### config.mk
export PLATFORM = sky130hd
export DESIGN_NAME = ffs_status_flags
export DESIGN_NICKNAME = d
export VERILOG_FILES = /design/src/core/ffs_pkg.sv /design/src/core/ffs_status_flags.sv
export VERILOG_INCLUDE_DIRS = /design/src /design/src/core
export SDC_FILE = /design/constraint.sdc
export NUM_CORES = 1
export LEC_CHECK = 0
export BUFFER_PORTS_ARGS = -buffer_cell sky130_fd_sc_hd__buf_2
export CAP_MARGIN = 20
export CORE_MARGIN = 10
export CORE_UTILIZATION = 43
export DETAILED_ROUTE_END_ITERATION = 10
export GPL_TIMING_DRIVEN = 0
export PLACE_DENSITY = 0.78
export REMOVE_ABC_BUFFERS = 1
export SLEW_MARGIN = 10
export SYNTH_ARGS = -nofsm -noshare
export SYNTH_HDL_FRONTEND = slang
export SYNTH_SLANG_ARGS = --single-unit
### constraint.sdc
create_clock -name clock -period 1.1 [get_ports clock]
set_input_delay 0 -clock clock [delete_from_list [all_inputs] [get_ports clock]]
set_output_delay 0 -clock clock [all_outputs]
set_load 0.03 [all_outputs]
### src/core/ffs_cfg.svh
`ifndef FFS_CFG_SVH
`define FFS_CFG_SVH

// Register byte addresses.
`define FFS_OFS_OP_STATUS   8'h00
`define FFS_OFS_ECC_STATUS  8'h04
`define FFS_OFS_CONFIG      8'h08
`define FFS_OFS_ERR_CONFIG  8'h0C

// Operation status field positions.
`define FFS_BIT_DONE        7
`define FFS_BIT_SPARE       6
`define FFS_BIT_ACCESS_ERROR_FLAG      5
`define FFS_BIT_PROT        4
`define FFS_BIT_ACTIVE      3
`define FFS_BIT_RSVD        2
`define FFS_BIT_CSTAT_HI    1
`define FFS_BIT_CSTAT_LO    0

// ECC status field positions.
`define FFS_BIT_DBL         1
`define FFS_BIT_SGL         0

// Configuration field positions.
`define FFS_BIT_DONE_IE     7
`define FFS_BIT_IGN_SGL     4
`define FFS_BIT_FORCE_DBL   1
`define FFS_BIT_FORCE_SGL   0
`define FFS_BIT_SGL_IE      0

// Reset values and data and address widths.
`define FFS_RST_CSTAT       2'h0
`define FFS_RST_BYTE        8'h00
`define FFS_DATA_W          8
`define FFS_ADDR_W          8

`endif

### src/core/ffs_pkg.sv
package ffs_pkg;

  // Memory controller activity, one-hot.
  typedef enum logic [1:0] {
    FFS_IDLE = 2'b01,
    FFS_RUN  = 2'b10
  } ffs_state_type;

endpackage

### src/core/ffs_status_flags.sv
// Overview of operation
// - Writing one to done flag launches a command; flag low until completion or violation.
// - Access error flag sets on command sequence violation or illegal command.
// - While access error set, writes of one to done flag are ignored.
// - Writing one clears access error flag; zero leaves it.
// - Protection violation flag sets when protected region program or erase is attempted.
// - Writing one clears protection violation flag; zero leaves it.
// - While protection violation set, no launch and no new sequence start accepted.
// - Active flag reads one while a command executes, zero when idle.
// - Status bit 2 is reserved, reads zero, ignores writes.
// - Completion status field sets on execution or reset sequence errors.
// - Completion status clears when a new command starts.
// - Done, access, protect writable; active, completion read-only; rest read zero.
// - Double fault flag sets on double-bit ECC fault or invalid read.
// - Writing one clears double fault flag; zero leaves it.
// - Single fault flag sets on corrected fault or invalid read unless ignoring.
// - Writing one clears single fault flag; zero leaves it.
// - Fault flags are stored two cycles after the array read.
// - Status may leave reset nonzero when the reset sequence reports errors.
// - Done interrupt request follows done flag when its enable is set.
// - Single fault interrupt request follows its flag when its enable is set.
// - Ignoring single faults suppresses single flag and its interrupt.
// - Forcing double fault makes every array read set the double fault flag.
`timescale 1ns/10ps
`include "ffs_cfg.svh"

module ffs_status_flags
  import ffs_pkg::*;
#(
  parameter int DATA_W = `FFS_DATA_W,
  parameter int ADDR_W = `FFS_ADDR_W
) (
  input  wire logic              clock,
  input  wire logic              sys_rst,
  input  wire logic [ADDR_W-1:0] reg_addr,
  input  wire logic [DATA_W-1:0] reg_wdata,
  input  wire logic              reg_wr,
  input  wire logic              reg_rd,
  output logic      [DATA_W-1:0] reg_rdata,
  input  wire logic              cmd_violation,
  input  wire logic              protect_hit,
  input  wire logic              cmd_finish,
  input  wire logic [1:0]        cmd_status,
  input  wire logic              rst_seq_done,
  input  wire logic [1:0]        rst_seq_status,
  input  wire logic              array_read,
  input  wire logic              ecc_single,
  input  wire logic              ecc_double,
  input  wire logic              read_invalid,
  output logic                   cmd_launch,
  output logic                   seq_enable,
  output logic                   done_irq,
  output logic                   single_fault_irq
);

  initial begin
    if (DATA_W != 8 || ADDR_W < 4) begin
      $error("ffs_status_flags needs 8-bit data and at least 4 address bits");
    end
  end

  function automatic logic hit(input logic [ADDR_W-1:0] a, input logic [7:0] ofs);
    hit = (a == ADDR_W'(ofs));
  endfunction

  ffs_state_type ctl_state;
  logic          access_error_flag;
  logic          protect_violation_flag;
  logic [1:0]    completion_error_status;
  logic          double_fault_flag;
  logic          single_fault_flag;
  logic          done_irq_enable;
  logic          ignore_single_fault;
  logic          force_double_fault;
  logic          force_single_fault;
  logic          single_fault_irq_enable;
  logic          rd_q;
  logic          sgl_q;
  logic          dbl_q;
  logic          inv_q;

  logic wr_stat;
  logic wr_ecc;
  logic command_done_flag;
  logic controller_active_flag;
  logic launch;
  logic end_cmd;
  logic dbl_set;
  logic sgl_set;
  logic next_access_error_flag;
  logic next_protect_violation_flag;
  logic next_double_fault_flag;
  logic next_single_fault_flag;
  logic next_done;

  assign wr_stat                = reg_wr && hit(reg_addr, `FFS_OFS_OP_STATUS);
  assign wr_ecc                 = reg_wr && hit(reg_addr, `FFS_OFS_ECC_STATUS);
  assign controller_active_flag = (ctl_state == FFS_RUN);
  assign command_done_flag      = !controller_active_flag;
  // The launch looks at the flags as they stand, so a write that clears an
  // error and launches at once is refused; software must clear first.
  assign launch = wr_stat && reg_wdata[`FFS_BIT_DONE] && command_done_flag
                  && !access_error_flag && !protect_violation_flag;
  assign end_cmd = controller_active_flag && (cmd_finish || cmd_violation);

  // Command sequencing state.
  always_ff @(posedge clock or posedge sys_rst) begin
    if (sys_rst) begin
      ctl_state <= FFS_IDLE;
    end else begin
      unique case (ctl_state)
        FFS_IDLE: begin
          if (launch) begin
            ctl_state <= FFS_RUN;
          end
        end
        FFS_RUN: begin
          if (cmd_finish || cmd_violation) begin
            ctl_state <= FFS_IDLE;
          end
        end
        default: begin
          ctl_state <= FFS_IDLE;
        end
      endcase
    end
  end

  always_comb begin
    next_access_error_flag = access_error_flag;
    if (wr_stat && reg_wdata[`FFS_BIT_ACCESS_ERROR_FLAG]) begin
      next_access_error_flag = 1'b0;
    end
    if (cmd_violation) begin
      next_access_error_flag = 1'b1;
    end
  end

  always_comb begin
    next_protect_violation_flag = protect_violation_flag;
    if (wr_stat && reg_wdata[`FFS_BIT_PROT]) begin
      next_protect_violation_flag = 1'b0;
    end
    if (protect_hit) begin
      next_protect_violation_flag = 1'b1;
    end
  end

  always_ff @(posedge clock or posedge sys_rst) begin
    if (sys_rst) begin
      access_error_flag      <= 1'b0;
      protect_violation_flag <= 1'b0;
    end else begin
      access_error_flag      <= next_access_error_flag;
      protect_violation_flag <= next_protect_violation_flag;
    end
  end

  // Completion status: cleared at launch, loaded by the engine or the reset
  // sequence; bits accumulate so a reset-time fault is not masked.
  always_ff @(posedge clock or posedge sys_rst) begin
    if (sys_rst) begin
      completion_error_status <= `FFS_RST_CSTAT;
    end else if (launch) begin
      completion_error_status <= `FFS_RST_CSTAT;
    end else begin
      if (controller_active_flag && cmd_finish) begin
        completion_error_status <= completion_error_status | cmd_status;
      end else if (rst_seq_done) begin
        completion_error_status <= completion_error_status | rst_seq_status;
      end
    end
  end

  // Array read events are captured first, flags are stored one cycle later.
  always_ff @(posedge clock or posedge sys_rst) begin
    if (sys_rst) begin
      rd_q  <= 1'b0;
      sgl_q <= 1'b0;
      dbl_q <= 1'b0;
      inv_q <= 1'b0;
    end else begin
      rd_q  <= array_read;
      sgl_q <= array_read && ecc_single;
      dbl_q <= array_read && ecc_double;
      inv_q <= array_read && read_invalid;
    end
  end

  assign dbl_set = rd_q && (dbl_q || inv_q || force_double_fault);
  assign sgl_set = rd_q && !ignore_single_fault
                   && (sgl_q || inv_q || force_single_fault);

  always_comb begin
    next_double_fault_flag = double_fault_flag;
    next_single_fault_flag = single_fault_flag;
    if (wr_ecc && reg_wdata[`FFS_BIT_DBL]) begin
      next_double_fault_flag = 1'b0;
    end
    if (wr_ecc && reg_wdata[`FFS_BIT_SGL]) begin
      next_single_fault_flag = 1'b0;
    end
    if (dbl_set) begin
      next_double_fault_flag = 1'b1;
    end
    if (sgl_set) begin
      next_single_fault_flag = 1'b1;
    end
  end

  always_ff @(posedge clock or posedge sys_rst) begin
    if (sys_rst) begin
      double_fault_flag <= 1'b0;
      single_fault_flag <= 1'b0;
    end else begin
      double_fault_flag <= next_double_fault_flag;
      single_fault_flag <= next_single_fault_flag;
    end
  end

  // Configuration registers.
  always_ff @(posedge clock or posedge sys_rst) begin
    if (sys_rst) begin
      done_irq_enable         <= 1'b0;
      ignore_single_fault     <= 1'b0;
      force_double_fault      <= 1'b0;
      force_single_fault      <= 1'b0;
      single_fault_irq_enable <= 1'b0;
    end else begin
      if (reg_wr && hit(reg_addr, `FFS_OFS_CONFIG)) begin
        done_irq_enable     <= reg_wdata[`FFS_BIT_DONE_IE];
        ignore_single_fault <= reg_wdata[`FFS_BIT_IGN_SGL];
        force_double_fault  <= reg_wdata[`FFS_BIT_FORCE_DBL];
        force_single_fault  <= reg_wdata[`FFS_BIT_FORCE_SGL];
      end
      if (reg_wr && hit(reg_addr, `FFS_OFS_ERR_CONFIG)) begin
        single_fault_irq_enable <= reg_wdata[`FFS_BIT_SGL_IE];
      end
    end
  end

  // Sequencer handshake and interrupt requests, all from flip-flops.
  assign next_done = !(ctl_state == FFS_IDLE ? launch : !end_cmd);

  always_ff @(posedge clock or posedge sys_rst) begin
    if (sys_rst) begin
      cmd_launch       <= 1'b0;
      seq_enable       <= 1'b0;
      done_irq         <= 1'b0;
      single_fault_irq <= 1'b0;
    end else begin
      cmd_launch       <= launch;
      seq_enable       <= !next_protect_violation_flag;
      done_irq         <= done_irq_enable && next_done;
      single_fault_irq <= single_fault_irq_enable && next_single_fault_flag;
    end
  end

  // Read data stands only in the cycle after the read strobe.
  always_ff @(posedge clock or posedge sys_rst) begin
    if (sys_rst) begin
      reg_rdata <= `FFS_RST_BYTE;
    end else begin
      reg_rdata <= `FFS_RST_BYTE;
      if (reg_rd) begin
        if (hit(reg_addr, `FFS_OFS_OP_STATUS)) begin
          reg_rdata[`FFS_BIT_DONE]                       <= command_done_flag;
          reg_rdata[`FFS_BIT_ACCESS_ERROR_FLAG]                     <= access_error_flag;
          reg_rdata[`FFS_BIT_PROT]                       <= protect_violation_flag;
          reg_rdata[`FFS_BIT_ACTIVE]                     <= controller_active_flag;
          reg_rdata[`FFS_BIT_CSTAT_HI:`FFS_BIT_CSTAT_LO] <= completion_error_status;
        end else if (hit(reg_addr, `FFS_OFS_ECC_STATUS)) begin
          reg_rdata[`FFS_BIT_DBL] <= double_fault_flag;
          reg_rdata[`FFS_BIT_SGL] <= single_fault_flag;
        end else if (hit(reg_addr, `FFS_OFS_CONFIG)) begin
          reg_rdata[`FFS_BIT_DONE_IE]   <= done_irq_enable;
          reg_rdata[`FFS_BIT_IGN_SGL]   <= ignore_single_fault;
          reg_rdata[`FFS_BIT_FORCE_DBL] <= force_double_fault;
          reg_rdata[`FFS_BIT_FORCE_SGL] <= force_single_fault;
        end else if (hit(reg_addr, `FFS_OFS_ERR_CONFIG)) begin
          reg_rdata[`FFS_BIT_SGL_IE] <= single_fault_irq_enable;
        end
      end
    end
  end
endmodule

After elaboration in Yosys (flattened, before gate mapping)
Index checks and enable logic that the tools add are counted.
Word-level totals
  bits in registers: 27
  input bits: 32
  output and inout port bits: 12
  logic and storage cells: 99
Operators by class
  equal/unequal tests: 7
  muxes and demuxes: 31
  bitwise operators: 2
  reduce and logical (&&, ||, !) cells: 39
Operators by type and width (number)
  $logic_and 1x1->1: 22
  $mux 1: 21
  $eq 8x4->1 const B: 2
  $mux 2: 8
  $eq 8x3->1 const B: 1
  $logic_not 8->1: 1
  $logic_not 1->1: 7
  $logic_or 1x1->1: 5
  $or 2x2->2: 2
  $pmux 2 s2: 1
  $reduce_bool 2->1: 2
  $mux 3: 1
  $reduce_bool 3->1: 1
  $eq 2x1->1 const B: 1
  $eq 2x2->1 const B: 1
  $ne 2x1->1 const B: 1
  $ne 2x2->1 const B: 1
  $reduce_and 2->1: 1

Longest topological paths before layout
  depth after elaboration: 9
  depth in mapped cells: 4
  gate-level depth less buffers: 3

Least setup slack after synthesis
Ideal clock, no wire load.
  path kind: reg-to-reg
  start point: register single_fault_irq_enable
  end point: register reg_rdata[0]
  setup time: 0.120 ns
  data arrival time: 0.995 ns
  data required time: 0.980 ns
  slack: -0.014 ns
  cell stages (with the launch flop): 3
  buffers on the path: 0
  clock period less this slack: 1.114 ns
  path through: dfrtp_1 mux4_2 and2b_2
On the way
  longest elaborated chain between the ends: 5
Ends and longest elaborated chain
  from (decl): line ffs_status_flags.sv:76  | logic single_fault_irq_enable;
  from (signal assigned): line ffs_status_flags.sv:237  | single_fault_irq_enable <= reg_wdata[`FFS_BIT_SGL_IE];
  $mux 1: line ffs_status_flags.sv:280  | end else if (hit(reg_addr, `FFS_OFS_ERR_CONFIG)) begin
  $mux 1: line ffs_status_flags.sv:275  | end else if (hit(reg_addr, `FFS_OFS_CONFIG)) begin
  $mux 2: line ffs_status_flags.sv:272  | end else if (hit(reg_addr, `FFS_OFS_ECC_STATUS)) begin
  $mux 2: line ffs_status_flags.sv:266  | if (hit(reg_addr, `FFS_OFS_OP_STATUS)) begin
  $mux 2: line ffs_status_flags.sv:265  | if (reg_rd) begin
  to (signal, indexed assignment): line ffs_status_flags.sv:267  | reg_rdata[`FFS_BIT_DONE] <= command_done_flag;
  to (signal, indexed assignment): line ffs_status_flags.sv:273  | reg_rdata[`FFS_BIT_DBL] <= double_fault_flag;
  to (signal, indexed assignment): line ffs_status_flags.sv:276  | reg_rdata[`FFS_BIT_DONE_IE] <= done_irq_enable;
  to (decl): line ffs_status_flags.sv:39  | output logic [DATA_W-1:0] reg_rdata,
No other way between the ends.
A chain may end at the register's enable or synchronous reset.

Final worst setup path
  start point: register ctl_state[0]
  end point: register completion_error_status[1]
On the way
  longest elaborated chain between the ends: 6
  elaborated cells on any way between the ends: 9
  classes of those cells: 1 x eq/ne; 2 x mux; 6 x reduce/logical
Ends and longest elaborated chain
  from (decl): line ffs_status_flags.sv:66  | ffs_state_type ctl_state;
  from (signal assigned): line ffs_status_flags.sv:109  | ctl_state <= FFS_IDLE;
  from (signal assigned): line ffs_status_flags.sv:114  | ctl_state <= FFS_RUN;
  from (signal assigned): line ffs_status_flags.sv:119  | ctl_state <= FFS_IDLE;
  $eq 2x2->1 *: line ffs_status_flags.sv:98  | assign controller_active_flag = (ctl_state == FFS_RUN);
  $logic_not 1->1: line ffs_status_flags.sv:99  | assign command_done_flag = !controller_active_flag;
  $logic_and 1x1->1 (3 in series): line ffs_status_flags.sv:102  | assign launch = wr_stat && reg_wdata[`FFS_BIT_DONE] && command_done_flag
  $reduce_bool 3->1 (no line) or $mux 2 (tied branches)
  to (signal assigned): line ffs_status_flags.sv:163  | completion_error_status <= `FFS_RST_CSTAT;
  to (signal assigned): line ffs_status_flags.sv:165  | completion_error_status <= `FFS_RST_CSTAT;
  to (signal assigned): line ffs_status_flags.sv:168  | completion_error_status <= completion_error_status | cmd_status;
  to (decl): line ffs_status_flags.sv:69  | logic [1:0] completion_error_status;
Every way passes the cells marked *; elsewhere a longest branch is shown, timed or not.

==> qor.yml <==
synth_top_cell_area_share_pct: 55.32
fillCellCount: 176
drive_gt1_share_pct: 43.40
ys_types: 37
failed_checks: "setup timing"
cts_tree: "yes"
slew_headroom_pct: 61.41
crit_start: "ctl_state[0]"
worstPathCellList: "and4b_1 -> a311oi_1 -> a21oi_1"
dp_hpwl_um: 2084
largest_register: "reg_rdata"
rsz0062_at_grt: "true"
fin_util_pct: 66.96
fmax_mhz: 847.0
yosys_warnings: 0
status: "finished with violations"
r2r_start: "ctl_state[0]"
grt_pass1_wl_um: 4919
first_iter_violations: 80
yosys-top-cells-count: "dfrtp_1, nor2_1, mux2_2"
synth_edf_count: 0
dieArea_um2: 5227
critical_path_class: "reg2reg"
syn_avg_cell_area_um2: 12.38
critPathCaptureType: "register"
io_buffers: 38
cp.arrival_ps: 1380
cp_max_fo: 5
coreArea_um2: 2545
grt_max_degree: 28
clk_pin_slew_ps: 130
root_buffer: "clkbuf_4"
fin_skew_ps: 5.012
hp-class: "in2reg"
fin_crit_sh_pct: 107.3
clock_path_buffers: 2
cpPeakStageDelay_ps: 600
die_y_um: 72.30
grt_pass1_vias: 1074
place.gp.congestion: 0.7915
tightest_slew_ps: 578.2
fin_setup_tns_ps: -260.7
rows: 18
drt-wirelength-per-cell_um: 16.60
crit_slowest_cell: "dfstp_2"
synth_top_area_cell: "dfrtp_1"
synth_most_common_cell: "dfrtp_1"
p_leak_nw: 0.8272
n_antenna_cell: 0
cap_violations: 0
powerDensity_nw_per_um2: 976.3
post_synth_main_area_contributors: "dfrtp_1, mux2_2, mux2i_1"
cp_top_family: "flip-flops"
syn_inst: 95
fin_ws_ps: -80.58
clock_latency_ps: 310
multi_input_area_um2: 526.8
ios: 44
dr.pass1.iters: 4
synth_seq_area_share_pct: 57.55
reg.largest.list: "reg_rdata (6), completion_error_status (2), ctl_state (2)"
antenna_found_initial: 0
min-delay-start: "reg_addr[3]"
timing_hold_violations_final: 0
grt_overflow: 0
track_usage_pct: 11.37
crit_buf_inv: 0
synth_seq_cells: 27
drc: 0
ir_drop_uv: 785.2
async_reset_ff_share_pct: 100.0
setup_viol: 5
largest_reg_flops: 6
cts_max_level: 1
stdcell_area_um2: 1704
start_kind: "register"
via_count: 1025
die_w_um: 72.30
viasPerCell: 5.423
area_growth_pct: 44.89
cts_sinks: 27
min_period_ps: 1181
fin_total_pwr_mw: 1.664
seq_area_um2: 678.2
start_util_pct: 46.21
syn_area_um2: 1176
numCtsBuffers: 3
place_area_um2: 1385
synth_flop_cell: "dfrtp_1"
report.final.slew_viol_count: 0
required_ps: 1300
ant_nets: 0
fin_nets: 192
drt-total-wl_um: 3137
## path summary, 6_finish.rpt
check,slack (ps),cells after the start,to
worst max-delay path,-80,3,completion_error_status[1]
worst min-delay path,30,2,reg_rdata[5]
max in group asynchronous,260,4,ctl_state[0]
worst max register to register,-80,3,completion_error_status[1]
min in group asynchronous,270,3,reg_rdata[4]
worst min register to register,520,1,double_fault_flag
## final cells by class
class / count / share of cell area (%)
Sequential cell: 27 / 39.79
Multi-Input combinational cell: 63 / 30.91
Timing Repair Buffer: 63 / 25.11
Tap cell: 30 / 2.203
Clock buffer: 4 / 1.542
Inverter: 2 / 0.4405
## worst reg2reg max path: stages (launching register included)
cell and delay (ps):
dfstp_2 600, and4b_1 200, a311oi_1 200, a21oi_1 80
## per-layer routing
| metal | global-route usage, % | vias to the layer above | part of all wire (%) |
|---|---|---|---|
| met4 | 2.796 | 0 | 0.32 |
| met5 | 0 | - | 0 |
| met1 | 12.56 | 505 | 38 |
| li1 | - | 477 | - |
| met2 | 20.41 | 41 | 54 |
| met3 | 3.673 | 2 | 7.6 |
## kinds of logic (layout without fill, tap and decap cells)
kind of cell           after synthesis  count (layout)  synth area share, %
buffers and inverters                6              69                2.553
DFF                                 27              27                57.55
other                                1               2               0.3188
and+or+nand+nor                     38              38                21.60
AOI/OAI and AO/OA                   14              14                8.724
muxes                                9               9                9.255
## placed cells by master (no fill, tap or decap), drive strengths merged
| cell | count |
|---|---|
| buf | 46 |
| dfrtp | 26 |
| dlygate4sd3 | 17 |
| nor2 | 6 |
| mux2 | 5 |
| nand4 | 4 |
| a21oi | 4 |
| clkbuf | 4 |
| nor3 | 4 |
| mux2i | 3 |
| and2 | 3 |
| a21o | 3 |
| nor3b | 3 |
| nand3 | 2 |
| nand2 | 2 |
| inv | 2 |
| and4b | 2 |
| a311oi | 2 |
| conb | 2 |
| nor4 | 2 |
| nor2b | 2 |
| nand4b | 1 |
| or3 | 1 |
| a22o | 1 |
| nand2b | 1 |
| mux4 | 1 |
| and2b | 1 |
| and4 | 1 |
| o2bb2ai | 1 |
| a41oi | 1 |
| or2 | 1 |
| o21a | 1 |
| nor4b | 1 |
| a2bb2oi | 1 |
| nand3b | 1 |
| dfstp | 1 |
## stage by stage
step / worst slack [ps] / cells / hold slack, ps
finish: -80.58 / 189 / 26.15
CTS: -74.63 / 183 / -75.66
detailed placement: -349.5 / 160 / 146.1
global route: -135.9 / 189 / 29.23
global placement: -276.7 / 160 / 132.4
floorplan: -14.18 / 92 / 31.43
## power breakdown
| group | switching [mW] | internal (mW) |
|---|---|---|
| sequential | 0.0136 | 1.01 |
| combinational | 0.112 | 0.122 |
| clock | 0.261 | 0.141 |
| total | 0.387 | 1.28 |
## what timing repair did
| action | CTS | global route |
|---|---|---|
| hold buffers | 16 | 1 |
| setup endpoints to repair | 9 | 9 |
| endpoints found under the hold margin | 44 | 14 |
| gates resized for setup | 5 | 7 |
| pin swaps | 4 | 5 |
| setup buffers | 3 | 4 |
(Power assumes the default switching activity.)
